`config.mk`:
```
export PLATFORM = sky130hd
export DESIGN_NAME = fpch_top
export DESIGN_NICKNAME = d
export VERILOG_FILES = /design/src/rtl/fpch_pkg.sv /design/src/rtl/fpch_top.sv /design/src/rtl/fpch_fifo.sv
export SDC_FILE = /design/constraint.sdc
export NUM_CORES = 2
export LEC_CHECK = 0
export ABC_CLOCK_PERIOD_IN_PS = 5700
export BUFFER_PORTS_ARGS = -buffer_cell sky130_fd_sc_hd__buf_2
export CORE_ASPECT_RATIO = 0.5
export CORE_MARGIN = 4
export CORE_UTILIZATION = 45
export DETAILED_ROUTE_END_ITERATION = 10
export GPL_ROUTABILITY_DRIVEN = 1
export SLEW_MARGIN = 25
export SYNTH_ARGS = -nofsm -noshare
export SYNTH_HDL_FRONTEND = slang
export SYNTH_HIERARCHICAL = 1
export SYNTH_SLANG_ARGS = --single-unit
```
`constraint.sdc`:
```
create_clock -name sys_clk_in -period 5.7 [get_ports sys_clk_in]
set_input_delay 1.14 -clock sys_clk_in [delete_from_list [all_inputs] [get_ports sys_clk_in]]
set_output_delay 1.14 -clock sys_clk_in [all_outputs]
set_load 0.05 [all_outputs]
```
`src/rtl/fpch_pkg.sv`:
```
// Constants and types for the flash programming command handler
// Summary of operation
// - Commands travel on single-wire serial pin
// - Enter programming mode once communication begins
// - Unused pins hold their reset state
// - Self-programming pins match halt mode state
// - Logic runs on internal fast oscillator
// - Programmer sends commands, device sends responses
// - Only programmer originates commands
// - Every command answered with ack or nak
// - Verify compares flash region with data
// - Chip erase clears whole flash array
// - Block erase clears only named block
// - Blank check reports whether block erased
// - Write programs data into named region
// - Signature query returns identity and organisation
// - Version query returns hardware and firmware
// - Checksum computed over named region
// - Sync reset command is answered
// - Baud command changes serial bit rate
package fpch_pkg;
    localparam int FPCH_CLK_HZ = 40_000_000;
    localparam int FPCH_ADDR_W = 8;
    localparam int FPCH_BLK_W = 4;
    localparam int FPCH_BLK_SHIFT = 4;
    localparam logic [7:0] FPCH_ERASED = 8'hFF;
    // Command codes
    localparam logic [7:0] FPCH_CMD_SYNC = 8'h00;
    localparam logic [7:0] FPCH_CMD_VERIFY = 8'h13;
    localparam logic [7:0] FPCH_CMD_CHIP_ERASE = 8'h20;
    localparam logic [7:0] FPCH_CMD_BLOCK_ERASE = 8'h22;
    localparam logic [7:0] FPCH_CMD_BLANK = 8'h32;
    localparam logic [7:0] FPCH_CMD_WRITE = 8'h40;
    localparam logic [7:0] FPCH_CMD_SIGNATURE = 8'hC0;
    localparam logic [7:0] FPCH_CMD_VERSION = 8'hC5;
    localparam logic [7:0] FPCH_CMD_CHECKSUM = 8'hB0;
    localparam logic [7:0] FPCH_CMD_SECURITY = 8'hA0;
    localparam logic [7:0] FPCH_CMD_BAUD = 8'h9A;
    // Response codes
    localparam logic [7:0] FPCH_ACK = 8'h06;
    localparam logic [7:0] FPCH_NAK = 8'h15;
    // Identity values, arbitrary
    localparam logic [7:0] FPCH_SIG_ID = 8'h5A;
    localparam logic [7:0] FPCH_HW_VER = 8'h01;
    localparam logic [7:0] FPCH_FW_VER = 8'h02;
    // Bit-rate table in bits per second, selected by baud command
    localparam int FPCH_BAUD_0 = 115_200;
    localparam int FPCH_BAUD_1 = 250_000;
    localparam int FPCH_BAUD_2 = 500_000;
    localparam int FPCH_BAUD_3 = 1_000_000;
    localparam logic [15:0] FPCH_DIV_0 = 16'(FPCH_CLK_HZ / FPCH_BAUD_0);
    localparam logic [15:0] FPCH_DIV_1 = 16'(FPCH_CLK_HZ / FPCH_BAUD_1);
    localparam logic [15:0] FPCH_DIV_2 = 16'(FPCH_CLK_HZ / FPCH_BAUD_2);
    localparam logic [15:0] FPCH_DIV_3 = 16'(FPCH_CLK_HZ / FPCH_BAUD_3);
    localparam int FPCH_FIFO_DEPTH = 16;

    typedef enum logic [1:0] {
        FPCH_RX_IDLE,
        FPCH_RX_START,
        FPCH_RX_DATA,
        FPCH_RX_STOP
    } fpch_rx_t;

    typedef enum logic [3:0] {
        FPCH_IDLE,
        FPCH_GET_ARG,
        FPCH_GET_DATA,
        FPCH_RUN,
        FPCH_SEND_RESP,
        FPCH_SEND_EXTRA,
        FPCH_WAIT_TX
    } fpch_state_t;
endpackage

```
`src/rtl/fpch_top.sv`:
```
// Flash programming command handler: serial link, command engine, flash array
`timescale 1ns/1ps
module fpch_top #(
    parameter int ADDR_W = fpch_pkg::FPCH_ADDR_W
) (
    input wire logic sys_clk_in,
    input wire logic rst_b_in,
    input wire logic prog_serial_pin_primary_in,
    output logic prog_serial_pin_primary_out,
    output logic prog_serial_pin_primary_oe_out,
    input wire logic prog_serial_pin_alternate_in,
    output logic prog_serial_pin_alternate_out,
    output logic prog_serial_pin_alternate_oe_out,
    input wire logic pin_sel_alternate_in,
    input wire logic self_prog_in,
    output logic prog_mode_out,
    output logic port_hold_reset_out,
    output logic port_hold_halt_out,
    output logic busy_out
);
    import fpch_pkg::*;
    localparam int NW = 1 << ADDR_W;

    // Two-flop sync of both data pins and the selector
    logic [2:0] sync1_r;
    logic [2:0] sync2_r;
    always_ff @(posedge sys_clk_in) begin
        if (!rst_b_in) begin
            sync1_r <= 3'h7;
            sync2_r <= 3'h7;
        end else begin
            sync1_r <= {pin_sel_alternate_in, prog_serial_pin_alternate_in,
                        prog_serial_pin_primary_in};
            sync2_r <= sync1_r;
        end
    end
    wire sel_alt = sync2_r[2];
    // Own answer echoes on the shared wire; ignore the pin while driving it
    wire tx_echo = prog_serial_pin_primary_oe_out || prog_serial_pin_alternate_oe_out;
    wire rx_line = (sel_alt ? sync2_r[1] : sync2_r[0]) || tx_echo;

    // Bit-period divisor shared by receiver and transmitter; each keeps its own counter
    logic [1:0] baud_sel_r;
    wire [15:0] bit_div = (baud_sel_r == 2'h0) ? FPCH_DIV_0 :
                          (baud_sel_r == 2'h1) ? FPCH_DIV_1 :
                          (baud_sel_r == 2'h2) ? FPCH_DIV_2 : FPCH_DIV_3;

    // Receiver
    fpch_rx_t rx_st_r;
    logic [15:0] rx_cnt_r;
    logic [2:0] rx_bit_r;
    logic [7:0] rx_sh_r;
    logic rx_vld_r;
    wire rx_tick = (rx_cnt_r == 16'h0000);
    always_ff @(posedge sys_clk_in) begin
        if (!rst_b_in) begin
            rx_st_r <= FPCH_RX_IDLE;
            rx_cnt_r <= 16'h0000;
            rx_bit_r <= 3'h0;
            rx_sh_r <= 8'h00;
            rx_vld_r <= 1'b0;
        end else begin
            rx_vld_r <= 1'b0;
            rx_cnt_r <= rx_tick ? bit_div - 16'h0001 : rx_cnt_r - 16'h0001;
            unique case (rx_st_r)
                FPCH_RX_IDLE: if (!rx_line) begin
                    rx_st_r <= FPCH_RX_START;
                    rx_cnt_r <= {1'b0, bit_div[15:1]};
                end
                FPCH_RX_START: if (rx_tick) begin
                    rx_st_r <= rx_line ? FPCH_RX_IDLE : FPCH_RX_DATA;
                    rx_bit_r <= 3'h0;
                end
                FPCH_RX_DATA: if (rx_tick) begin
                    rx_sh_r <= {rx_line, rx_sh_r[7:1]};
                    rx_bit_r <= rx_bit_r + 3'h1;
                    if (rx_bit_r == 3'h7) begin
                        rx_st_r <= FPCH_RX_STOP;
                    end
                end
                FPCH_RX_STOP: if (rx_tick) begin
                    rx_st_r <= FPCH_RX_IDLE;
                    rx_vld_r <= rx_line;
                end
            endcase
        end
    end

    // Receive FIFO; its read side stalls while the engine runs a command or sends a response
    logic [7:0] fifo_data;
    logic fifo_vld;
    logic fifo_rdy;
    logic fifo_wr_rdy;
    fpch_fifo #(.WIDTH(8), .DEPTH(FPCH_FIFO_DEPTH)) u_fifo (
        .sys_clk_in(sys_clk_in),
        .rst_b_in(rst_b_in),
        .wr_data_in(rx_sh_r),
        .wr_valid_in(rx_vld_r),
        .wr_ready_out(fifo_wr_rdy),
        .rd_data_out(fifo_data),
        .rd_valid_out(fifo_vld),
        .rd_ready_in(fifo_rdy)
    );

    // Transmitter
    logic [9:0] tx_sh_r;
    logic [3:0] tx_left_r;
    logic [15:0] tx_cnt_r;
    logic tx_start;
    logic [7:0] tx_byte;
    wire tx_busy = (tx_left_r != 4'h0);
    always_ff @(posedge sys_clk_in) begin
        if (!rst_b_in) begin
            tx_sh_r <= 10'h3FF;
            tx_left_r <= 4'h0;
            tx_cnt_r <= 16'h0000;
        end else if (tx_start) begin
            tx_sh_r <= {1'b1, tx_byte, 1'b0};
            tx_left_r <= 4'hA;
            tx_cnt_r <= bit_div - 16'h0001;
        end else if (tx_busy) begin
            if (tx_cnt_r == 16'h0000) begin
                tx_sh_r <= {1'b1, tx_sh_r[9:1]};
                tx_left_r <= tx_left_r - 4'h1;
                tx_cnt_r <= bit_div - 16'h0001;
            end else begin
                tx_cnt_r <= tx_cnt_r - 16'h0001;
            end
        end
    end

    // Flash array and engine
    logic [7:0] flash_r [NW];
    fpch_state_t st_r;
    logic [7:0] cmd_r;
    logic [ADDR_W-1:0] addr_r;
    logic [ADDR_W-1:0] end_r;
    logic [1:0] argn_r;
    logic ok_r;
    logic [7:0] sum_r;
    logic [7:0] extra_r;
    logic [1:0] extra_n_r;
    logic mode_r;
    logic protect_r;
    logic tx_start_r;
    logic [7:0] tx_byte_r;
    assign tx_start = tx_start_r;
    assign tx_byte = tx_byte_r;

    wire pop = fifo_vld && (st_r == FPCH_IDLE || st_r == FPCH_GET_ARG ||
                            st_r == FPCH_GET_DATA);
    assign fifo_rdy = pop;
    wire is_known = (fifo_data == FPCH_CMD_SYNC) || (fifo_data == FPCH_CMD_VERIFY) ||
                    (fifo_data == FPCH_CMD_CHIP_ERASE) || (fifo_data == FPCH_CMD_BLOCK_ERASE) ||
                    (fifo_data == FPCH_CMD_BLANK) || (fifo_data == FPCH_CMD_WRITE) ||
                    (fifo_data == FPCH_CMD_SIGNATURE) || (fifo_data == FPCH_CMD_VERSION) ||
                    (fifo_data == FPCH_CMD_CHECKSUM) || (fifo_data == FPCH_CMD_SECURITY) ||
                    (fifo_data == FPCH_CMD_BAUD);
    // Range commands take start and end; block commands one block number
    wire needs_range = (fifo_data == FPCH_CMD_VERIFY) || (fifo_data == FPCH_CMD_WRITE) ||
                       (fifo_data == FPCH_CMD_CHECKSUM);
    wire needs_one = (fifo_data == FPCH_CMD_BLOCK_ERASE) || (fifo_data == FPCH_CMD_BLANK) ||
                     (fifo_data == FPCH_CMD_BAUD) || (fifo_data == FPCH_CMD_SECURITY);
    wire is_blk = (cmd_r == FPCH_CMD_BLOCK_ERASE) || (cmd_r == FPCH_CMD_BLANK);
    wire [ADDR_W-1:0] blk_base = ADDR_W'(fifo_data[FPCH_BLK_W-1:0]) << FPCH_BLK_SHIFT;
    wire [ADDR_W-1:0] blk_last = blk_base | ADDR_W'((1 << FPCH_BLK_SHIFT) - 1);
    wire last = (addr_r == end_r);
    wire [7:0] cur = flash_r[addr_r];

    always_ff @(posedge sys_clk_in) begin
        if (st_r == FPCH_GET_DATA && fifo_vld && cmd_r == FPCH_CMD_WRITE && !protect_r) begin
            flash_r[addr_r] <= fifo_data;
        end else if (st_r == FPCH_RUN && (cmd_r == FPCH_CMD_CHIP_ERASE ||
                     cmd_r == FPCH_CMD_BLOCK_ERASE) && !protect_r) begin
            flash_r[addr_r] <= FPCH_ERASED;
        end
    end

    always_ff @(posedge sys_clk_in) begin
        if (!rst_b_in) begin
            st_r <= FPCH_IDLE;
            cmd_r <= 8'h00;
            addr_r <= '0;
            end_r <= '0;
            argn_r <= 2'h0;
            ok_r <= 1'b1;
            sum_r <= 8'h00;
            extra_r <= 8'h00;
            extra_n_r <= 2'h0;
            mode_r <= 1'b0;
            protect_r <= 1'b0;
            baud_sel_r <= 2'h0;
            tx_start_r <= 1'b0;
            tx_byte_r <= 8'h00;
        end else begin
            tx_start_r <= 1'b0;
            unique case (st_r)
                FPCH_IDLE: if (fifo_vld) begin
                    mode_r <= 1'b1;
                    cmd_r <= fifo_data;
                    ok_r <= is_known;
                    sum_r <= 8'h00;
                    argn_r <= 2'h0;
                    if (!is_known) begin
                        st_r <= FPCH_SEND_RESP;
                    end else if (needs_range || needs_one) begin
                        st_r <= FPCH_GET_ARG;
                    end else if (fifo_data == FPCH_CMD_CHIP_ERASE) begin
                        addr_r <= '0;
                        end_r <= '1;
                        st_r <= FPCH_RUN;
                    end else begin
                        st_r <= FPCH_SEND_RESP;
                    end
                end
                FPCH_GET_ARG: if (fifo_vld) begin
                    if (cmd_r == FPCH_CMD_BAUD) begin
                        baud_sel_r <= fifo_data[1:0];
                        st_r <= FPCH_SEND_RESP;
                    end else if (cmd_r == FPCH_CMD_SECURITY) begin
                        protect_r <= fifo_data[0];
                        st_r <= FPCH_SEND_RESP;
                    end else if (is_blk) begin
                        addr_r <= blk_base;
                        end_r <= blk_last;
                        st_r <= FPCH_RUN;
                    end else if (argn_r == 2'h0) begin
                        addr_r <= ADDR_W'(fifo_data);
                        argn_r <= 2'h1;
                    end else begin
                        end_r <= ADDR_W'(fifo_data);
                        st_r <= (cmd_r == FPCH_CMD_CHECKSUM) ? FPCH_RUN : FPCH_GET_DATA;
                    end
                end
                FPCH_GET_DATA: if (fifo_vld) begin
                    if (cmd_r == FPCH_CMD_VERIFY && cur != fifo_data) begin
                        ok_r <= 1'b0;
                    end
                    if (cmd_r == FPCH_CMD_WRITE && protect_r) begin
                        ok_r <= 1'b0;
                    end
                    addr_r <= addr_r + ADDR_W'(1);
                    if (last) begin
                        st_r <= FPCH_SEND_RESP;
                    end
                end
                FPCH_RUN: begin
                    if (cmd_r == FPCH_CMD_BLANK && cur != FPCH_ERASED) begin
                        ok_r <= 1'b0;
                    end
                    if (cmd_r != FPCH_CMD_BLANK && cmd_r != FPCH_CMD_CHECKSUM && protect_r) begin
                        ok_r <= 1'b0;
                    end
                    sum_r <= sum_r + cur;
                    addr_r <= addr_r + ADDR_W'(1);
                    if (last) begin
                        st_r <= FPCH_SEND_RESP;
                    end
                end
                FPCH_SEND_RESP: if (!tx_busy && !tx_start_r) begin
                    tx_start_r <= 1'b1;
                    tx_byte_r <= ok_r ? FPCH_ACK : FPCH_NAK;
                    extra_n_r <= 2'h0;
                    st_r <= FPCH_WAIT_TX;
                    if (ok_r && cmd_r == FPCH_CMD_SIGNATURE) begin
                        extra_r <= FPCH_SIG_ID;
                        extra_n_r <= 2'h2;
                    end else if (ok_r && cmd_r == FPCH_CMD_VERSION) begin
                        extra_r <= FPCH_HW_VER;
                        extra_n_r <= 2'h2;
                    end else if (ok_r && cmd_r == FPCH_CMD_CHECKSUM) begin
                        extra_r <= sum_r;
                        extra_n_r <= 2'h1;
                    end
                end
                FPCH_SEND_EXTRA: if (!tx_busy && !tx_start_r) begin
                    tx_start_r <= 1'b1;
                    tx_byte_r <= extra_r;
                    extra_n_r <= extra_n_r - 2'h1;
                    // Second byte: address width or firmware version
                    extra_r <= (cmd_r == FPCH_CMD_SIGNATURE) ? 8'(ADDR_W) : FPCH_FW_VER;
                    st_r <= FPCH_WAIT_TX;
                end
                FPCH_WAIT_TX: if (!tx_busy && !tx_start_r) begin
                    st_r <= (extra_n_r != 2'h0) ? FPCH_SEND_EXTRA : FPCH_IDLE;
                end
                default: st_r <= FPCH_IDLE;
            endcase
        end
    end

    // Pin drivers: only the selected data pin is driven, half duplex
    always_ff @(posedge sys_clk_in) begin
        if (!rst_b_in) begin
            prog_serial_pin_primary_out <= 1'b1;
            prog_serial_pin_primary_oe_out <= 1'b0;
            prog_serial_pin_alternate_out <= 1'b1;
            prog_serial_pin_alternate_oe_out <= 1'b0;
            prog_mode_out <= 1'b0;
            port_hold_reset_out <= 1'b0;
            port_hold_halt_out <= 1'b0;
            busy_out <= 1'b0;
        end else begin
            prog_serial_pin_primary_out <= tx_sh_r[0] || sel_alt;
            prog_serial_pin_primary_oe_out <= tx_busy && !sel_alt;
            prog_serial_pin_alternate_out <= tx_sh_r[0] || !sel_alt;
            prog_serial_pin_alternate_oe_out <= tx_busy && sel_alt;
            prog_mode_out <= mode_r;
            port_hold_reset_out <= mode_r;
            port_hold_halt_out <= self_prog_in && !prog_mode_out;
            busy_out <= (st_r != FPCH_IDLE) || !fifo_wr_rdy;
        end
    end
endmodule

```
`src/rtl/fpch_fifo.sv`:
```
// Small synchronous FIFO for received bytes
`timescale 1ns/1ps
module fpch_fifo #(
    parameter int WIDTH = 8,
    parameter int DEPTH = 16
) (
    input wire logic sys_clk_in,
    input wire logic rst_b_in,
    input wire logic [WIDTH-1:0] wr_data_in,
    input wire logic wr_valid_in,
    output logic wr_ready_out,
    output logic [WIDTH-1:0] rd_data_out,
    output logic rd_valid_out,
    input wire logic rd_ready_in
);
    localparam int AW = $clog2(DEPTH);
    logic [WIDTH-1:0] mem_r [DEPTH];
    logic [AW:0] wp_r;
    logic [AW:0] rp_r;
    wire full = (wp_r[AW] != rp_r[AW]) && (wp_r[AW-1:0] == rp_r[AW-1:0]);
    wire empty = (wp_r == rp_r);
    wire do_wr = wr_valid_in && !full;
    wire do_rd = rd_ready_in && !empty;
    assign wr_ready_out = !full;
    assign rd_valid_out = !empty;
    assign rd_data_out = mem_r[rp_r[AW-1:0]];
    always_ff @(posedge sys_clk_in) begin
        if (do_wr) begin
            mem_r[wp_r[AW-1:0]] <= wr_data_in;
        end
    end
    always_ff @(posedge sys_clk_in) begin
        if (!rst_b_in) begin
            wp_r <= '0;
            rp_r <= '0;
        end else begin
            wp_r <= wp_r + (AW+1)'(do_wr);
            rp_r <= rp_r + (AW+1)'(do_rd);
        end
    end
endmodule

```
==> results.toml <==
[power]
ir_drop_uv = 260.0
internal-power_mw = 26.20
powerDensity_mw_per_mm2 = 319.8
p_switching_mw = 7.005
seq_power_share_pct = 56.0
p_sw_share_pct = 21.10
power_leakage_nw = 31.72
power.total_mw = 33.20
pwr-share-comb_pct = 3.3
power_frac_clock_pct = 40.7

[logic_synthesis]
synth_area_leader_cell = "edfxtp_1"
async_flop_share_pct = 0
syn_nets = 5035
synth_top_flop_cell = "edfxtp_1"
ys_seq_area_share_pct = 73.99
synth_seq_cells = 2326
yosys.area.top_type_share_pct = 70.74
syn_area_per_cell_sq_um = 18.48
synth_area_leaders = "edfxtp_1 71%, mux4_2 11%, dfxtp_1 3.3%"
synth_cell_types = 84
synthCells = 4999
yosysWarningCount = 6
syn_area_sq_mm = 0.09237
synth-edff-count = 2176

[finish]
final_common_cell = "edfxtp_1"
areaGrowthSynthToFinish_pct = 12.40
layout-drive-gt1-share_pct = 21.74
nNetsFinal = 5293
final_cell_mix = "2176 x edfxtp_1, 450 x mux4_2, 399 x nor2_1"
design_area_sq_mm = 0.1038

[global_route]
track_usage_pct = 24.36
grt_max_degree = 125
grt_overflow = 0
grt_pass1_vias = 49760
antenna_found_initial = 13
grt_pass1_wl_mm = 372.8

[route]
vias = 51040
drt_iter0_drc = 7151
routed_wl_mm = 262.2
drt_pass1_iterations = 6
ant_nets = 0
wl_per_cell_um = 32.15
viasPerCell = 6.258
drc_errors = 0

[floorplan]
row_count = 117
die_area_sq_mm = 0.2130
chipWidth_um = 648.7
die_h_um = 328.4
start_util_pct = 45.33
ioPinCount = 14
core_area_sq_mm = 0.2038

[clocking]
cts.clk_slew.worst_paths_ns = 0.07
holdBufCountCts = 0
cts-root-buf = "clkbuf_16"
clk_path_buf_depth = 4
clk_latency_ns = 0.90
tritoncts = "done"
clock_sinks = 2326
cts_setup_buffers = 0
htreeDepth = 4
tritoncts.num_buffers = 210
cts_resized = 0

[timing]
max_freq_mhz = 180.1
max-slew-margin-rel_pct = 24.02
fin_tns_setup_ns = 0
final_hold_viol_count = 0
setup_viol = 0
finalClockSkew_ns = 0.07776
min_period_ns = 5.553
fin_crit_sh_pct = 97.42
tightest_slew_ns = 1.137
finalWorstSetupSlack_ns = 0.1471
slew_violations = 0
holdWs_ns = 0.4152
rsz0062_at_grt = "no"

[critical_path]
slowest_delay_ns = 0.87
worst_setup_path_start_kind = "flop"
reg2reg_slack_ns = 0.15
path_cells = "buf_12 -> buf_12 -> mux4_1 -> mux4_2 -> nand2b_1 -> nand4_1 -> o31ai_1 -> nor3_1 -> ha_1 -> a21oi_1 -> o21bai_1 -> a21oi_1 -> xnor2_1 -> or3_1 -> a21oi_1"
endpoint_kind = "flop"
slowest_stage = "o31ai_1"
crit_fanout = 20
cpMostUsedCell = "a21oi_1"
ff2ff_path_depth = 15
critPathKind = "flop to flop"
worstPathRequired_ns = 6.46
arrival_ns = 6.32
r2r-end = "sum_r[7]"

[hold_path]
hold_start = "sync1_r[0]"
holdCritPathClass = "flop to flop"
hold_path_end = "sync2_r[0]"
hold_path_depth = 1

[placement]
placed_area_sq_mm = 0.09741
dpl.hpwl_mm = 172.1
gp_congestion = 0.9372
io_buffers = 13
place_ws_ns = 0.3380

[outcome]
status = "finished clean"

[run]
cap_violations = 0
## power groups by stage
stage	logic (mW)	registers (mW)	clock network, mW
global route	1.23	18.6	14.4
global placement	1.02	18.9	0
detailed placement	1.08	18.9	0
finish	1.10	18.6	13.5
CTS	1.09	18.6	13.7
floorplan	0.807	18.9	0
## worst max path at each step
stage	start	to	slack, ns	depth (start not counted)
floorplan	u_fifo/rp_r[0]	flash_r[0][5]	0.36	9
global placement	flop	sum_r[7]	0.30	15
detailed placement	flop	sum_r[7]	0.34	15
CTS	flop	sum_r[7]	0.33	15
global route	flop	sum_r[7]	0.18	15
finish	flop	sum_r[7]	0.15	15
## Yosys cell counts, drive strengths merged, types with 17 or more instances
cell type and number:
o21ai 70, a211oi 23, o22ai 59, a22oi 117, buf 166, inv 38, o211ai 17, mux2 23
or3 18, nor2b 45, and2 32, nor3 75, a21oi 114, clkbuf 135, nor2 419, nand2 195
a31oi 22, nand4 19, xnor2 26, nand2b 43, mux4 462, edfxtp 2176, nor4 25, dfxtp 150
mux2i 218, a2111oi 18, nand3 58, xor2 26, ha 29
## area by class of cell
cell class | count | area, sq um
Clock buffer | 256 | 5493
Clock inverter | 113 | 865.8
Antenna cell | 5 | 12.51
Multi-Input combinational cell | 2334 | 22380
Timing Repair Buffer | 347 | 3136
Fill cell | 16220 | 99950
Sequential cell | 2326 | 68370
Inverter | 38 | 142.6
Tap cell | 2737 | 3425
## through the flow
stage	cells	utilization [%]
after floorplan	4999	-
after global placement	7782	47.77
after detailed placement	7782	47.80
after CTS	8151	50.92
after global routing	8151	50.94
final	8156	50.95
## routing by layer
metal	global-route usage, %	wire length (um)	share of wire, %
met4	7.666	9239	3.5
met2	36.21	116000	44
met1	35.75	108500	41
met3	5.762	28410	11
met5	0	67	0.026
## critical path: cells and delay by family (launching register included)
kind	cells	cell delay (ns)
AOI/OAI and AO/OA	5	1.50
xor gates and xnor gates	1	0.11
adders and majority gates	1	0.37
buffers and inverters	2	0.48
DFF	1	0.81
muxes	2	1.07
and+or+nand+nor	4	1.09
## cells by family (layout without fill, tap and decap cells)
group,count (synthesis),count (layout),share of synthesized area (%)
AOI/OAI and AO/OA,566,566,4.201
xor gates and xnor gates,52,52,0.5012
adders and majority gates,30,30,0.4145
buffers and inverters,339,754,2.017
DFF,2326,2326,73.99
muxes,703,703,13.96
other,0,5,0
and+or+nand+nor,983,983,4.918
## sequential cells by signal (all words and copies together) (netlist names), 4 cells and up, named ones only
register and flops:
u_fifo/mem_r 128, u_fifo/rp_r 5, extra_r 8, sum_r 8
u_fifo/wp_r 5, tx_byte 8, cmd_r 8, tx_sh_r 9
addr_r 8, tx_cnt_r 16, tx_left_r 4, flash_r 2048
end_r 8, rx_cnt_r 16, rx_sh_r 8
Note: power is estimated with default switching activity, not from simulation.
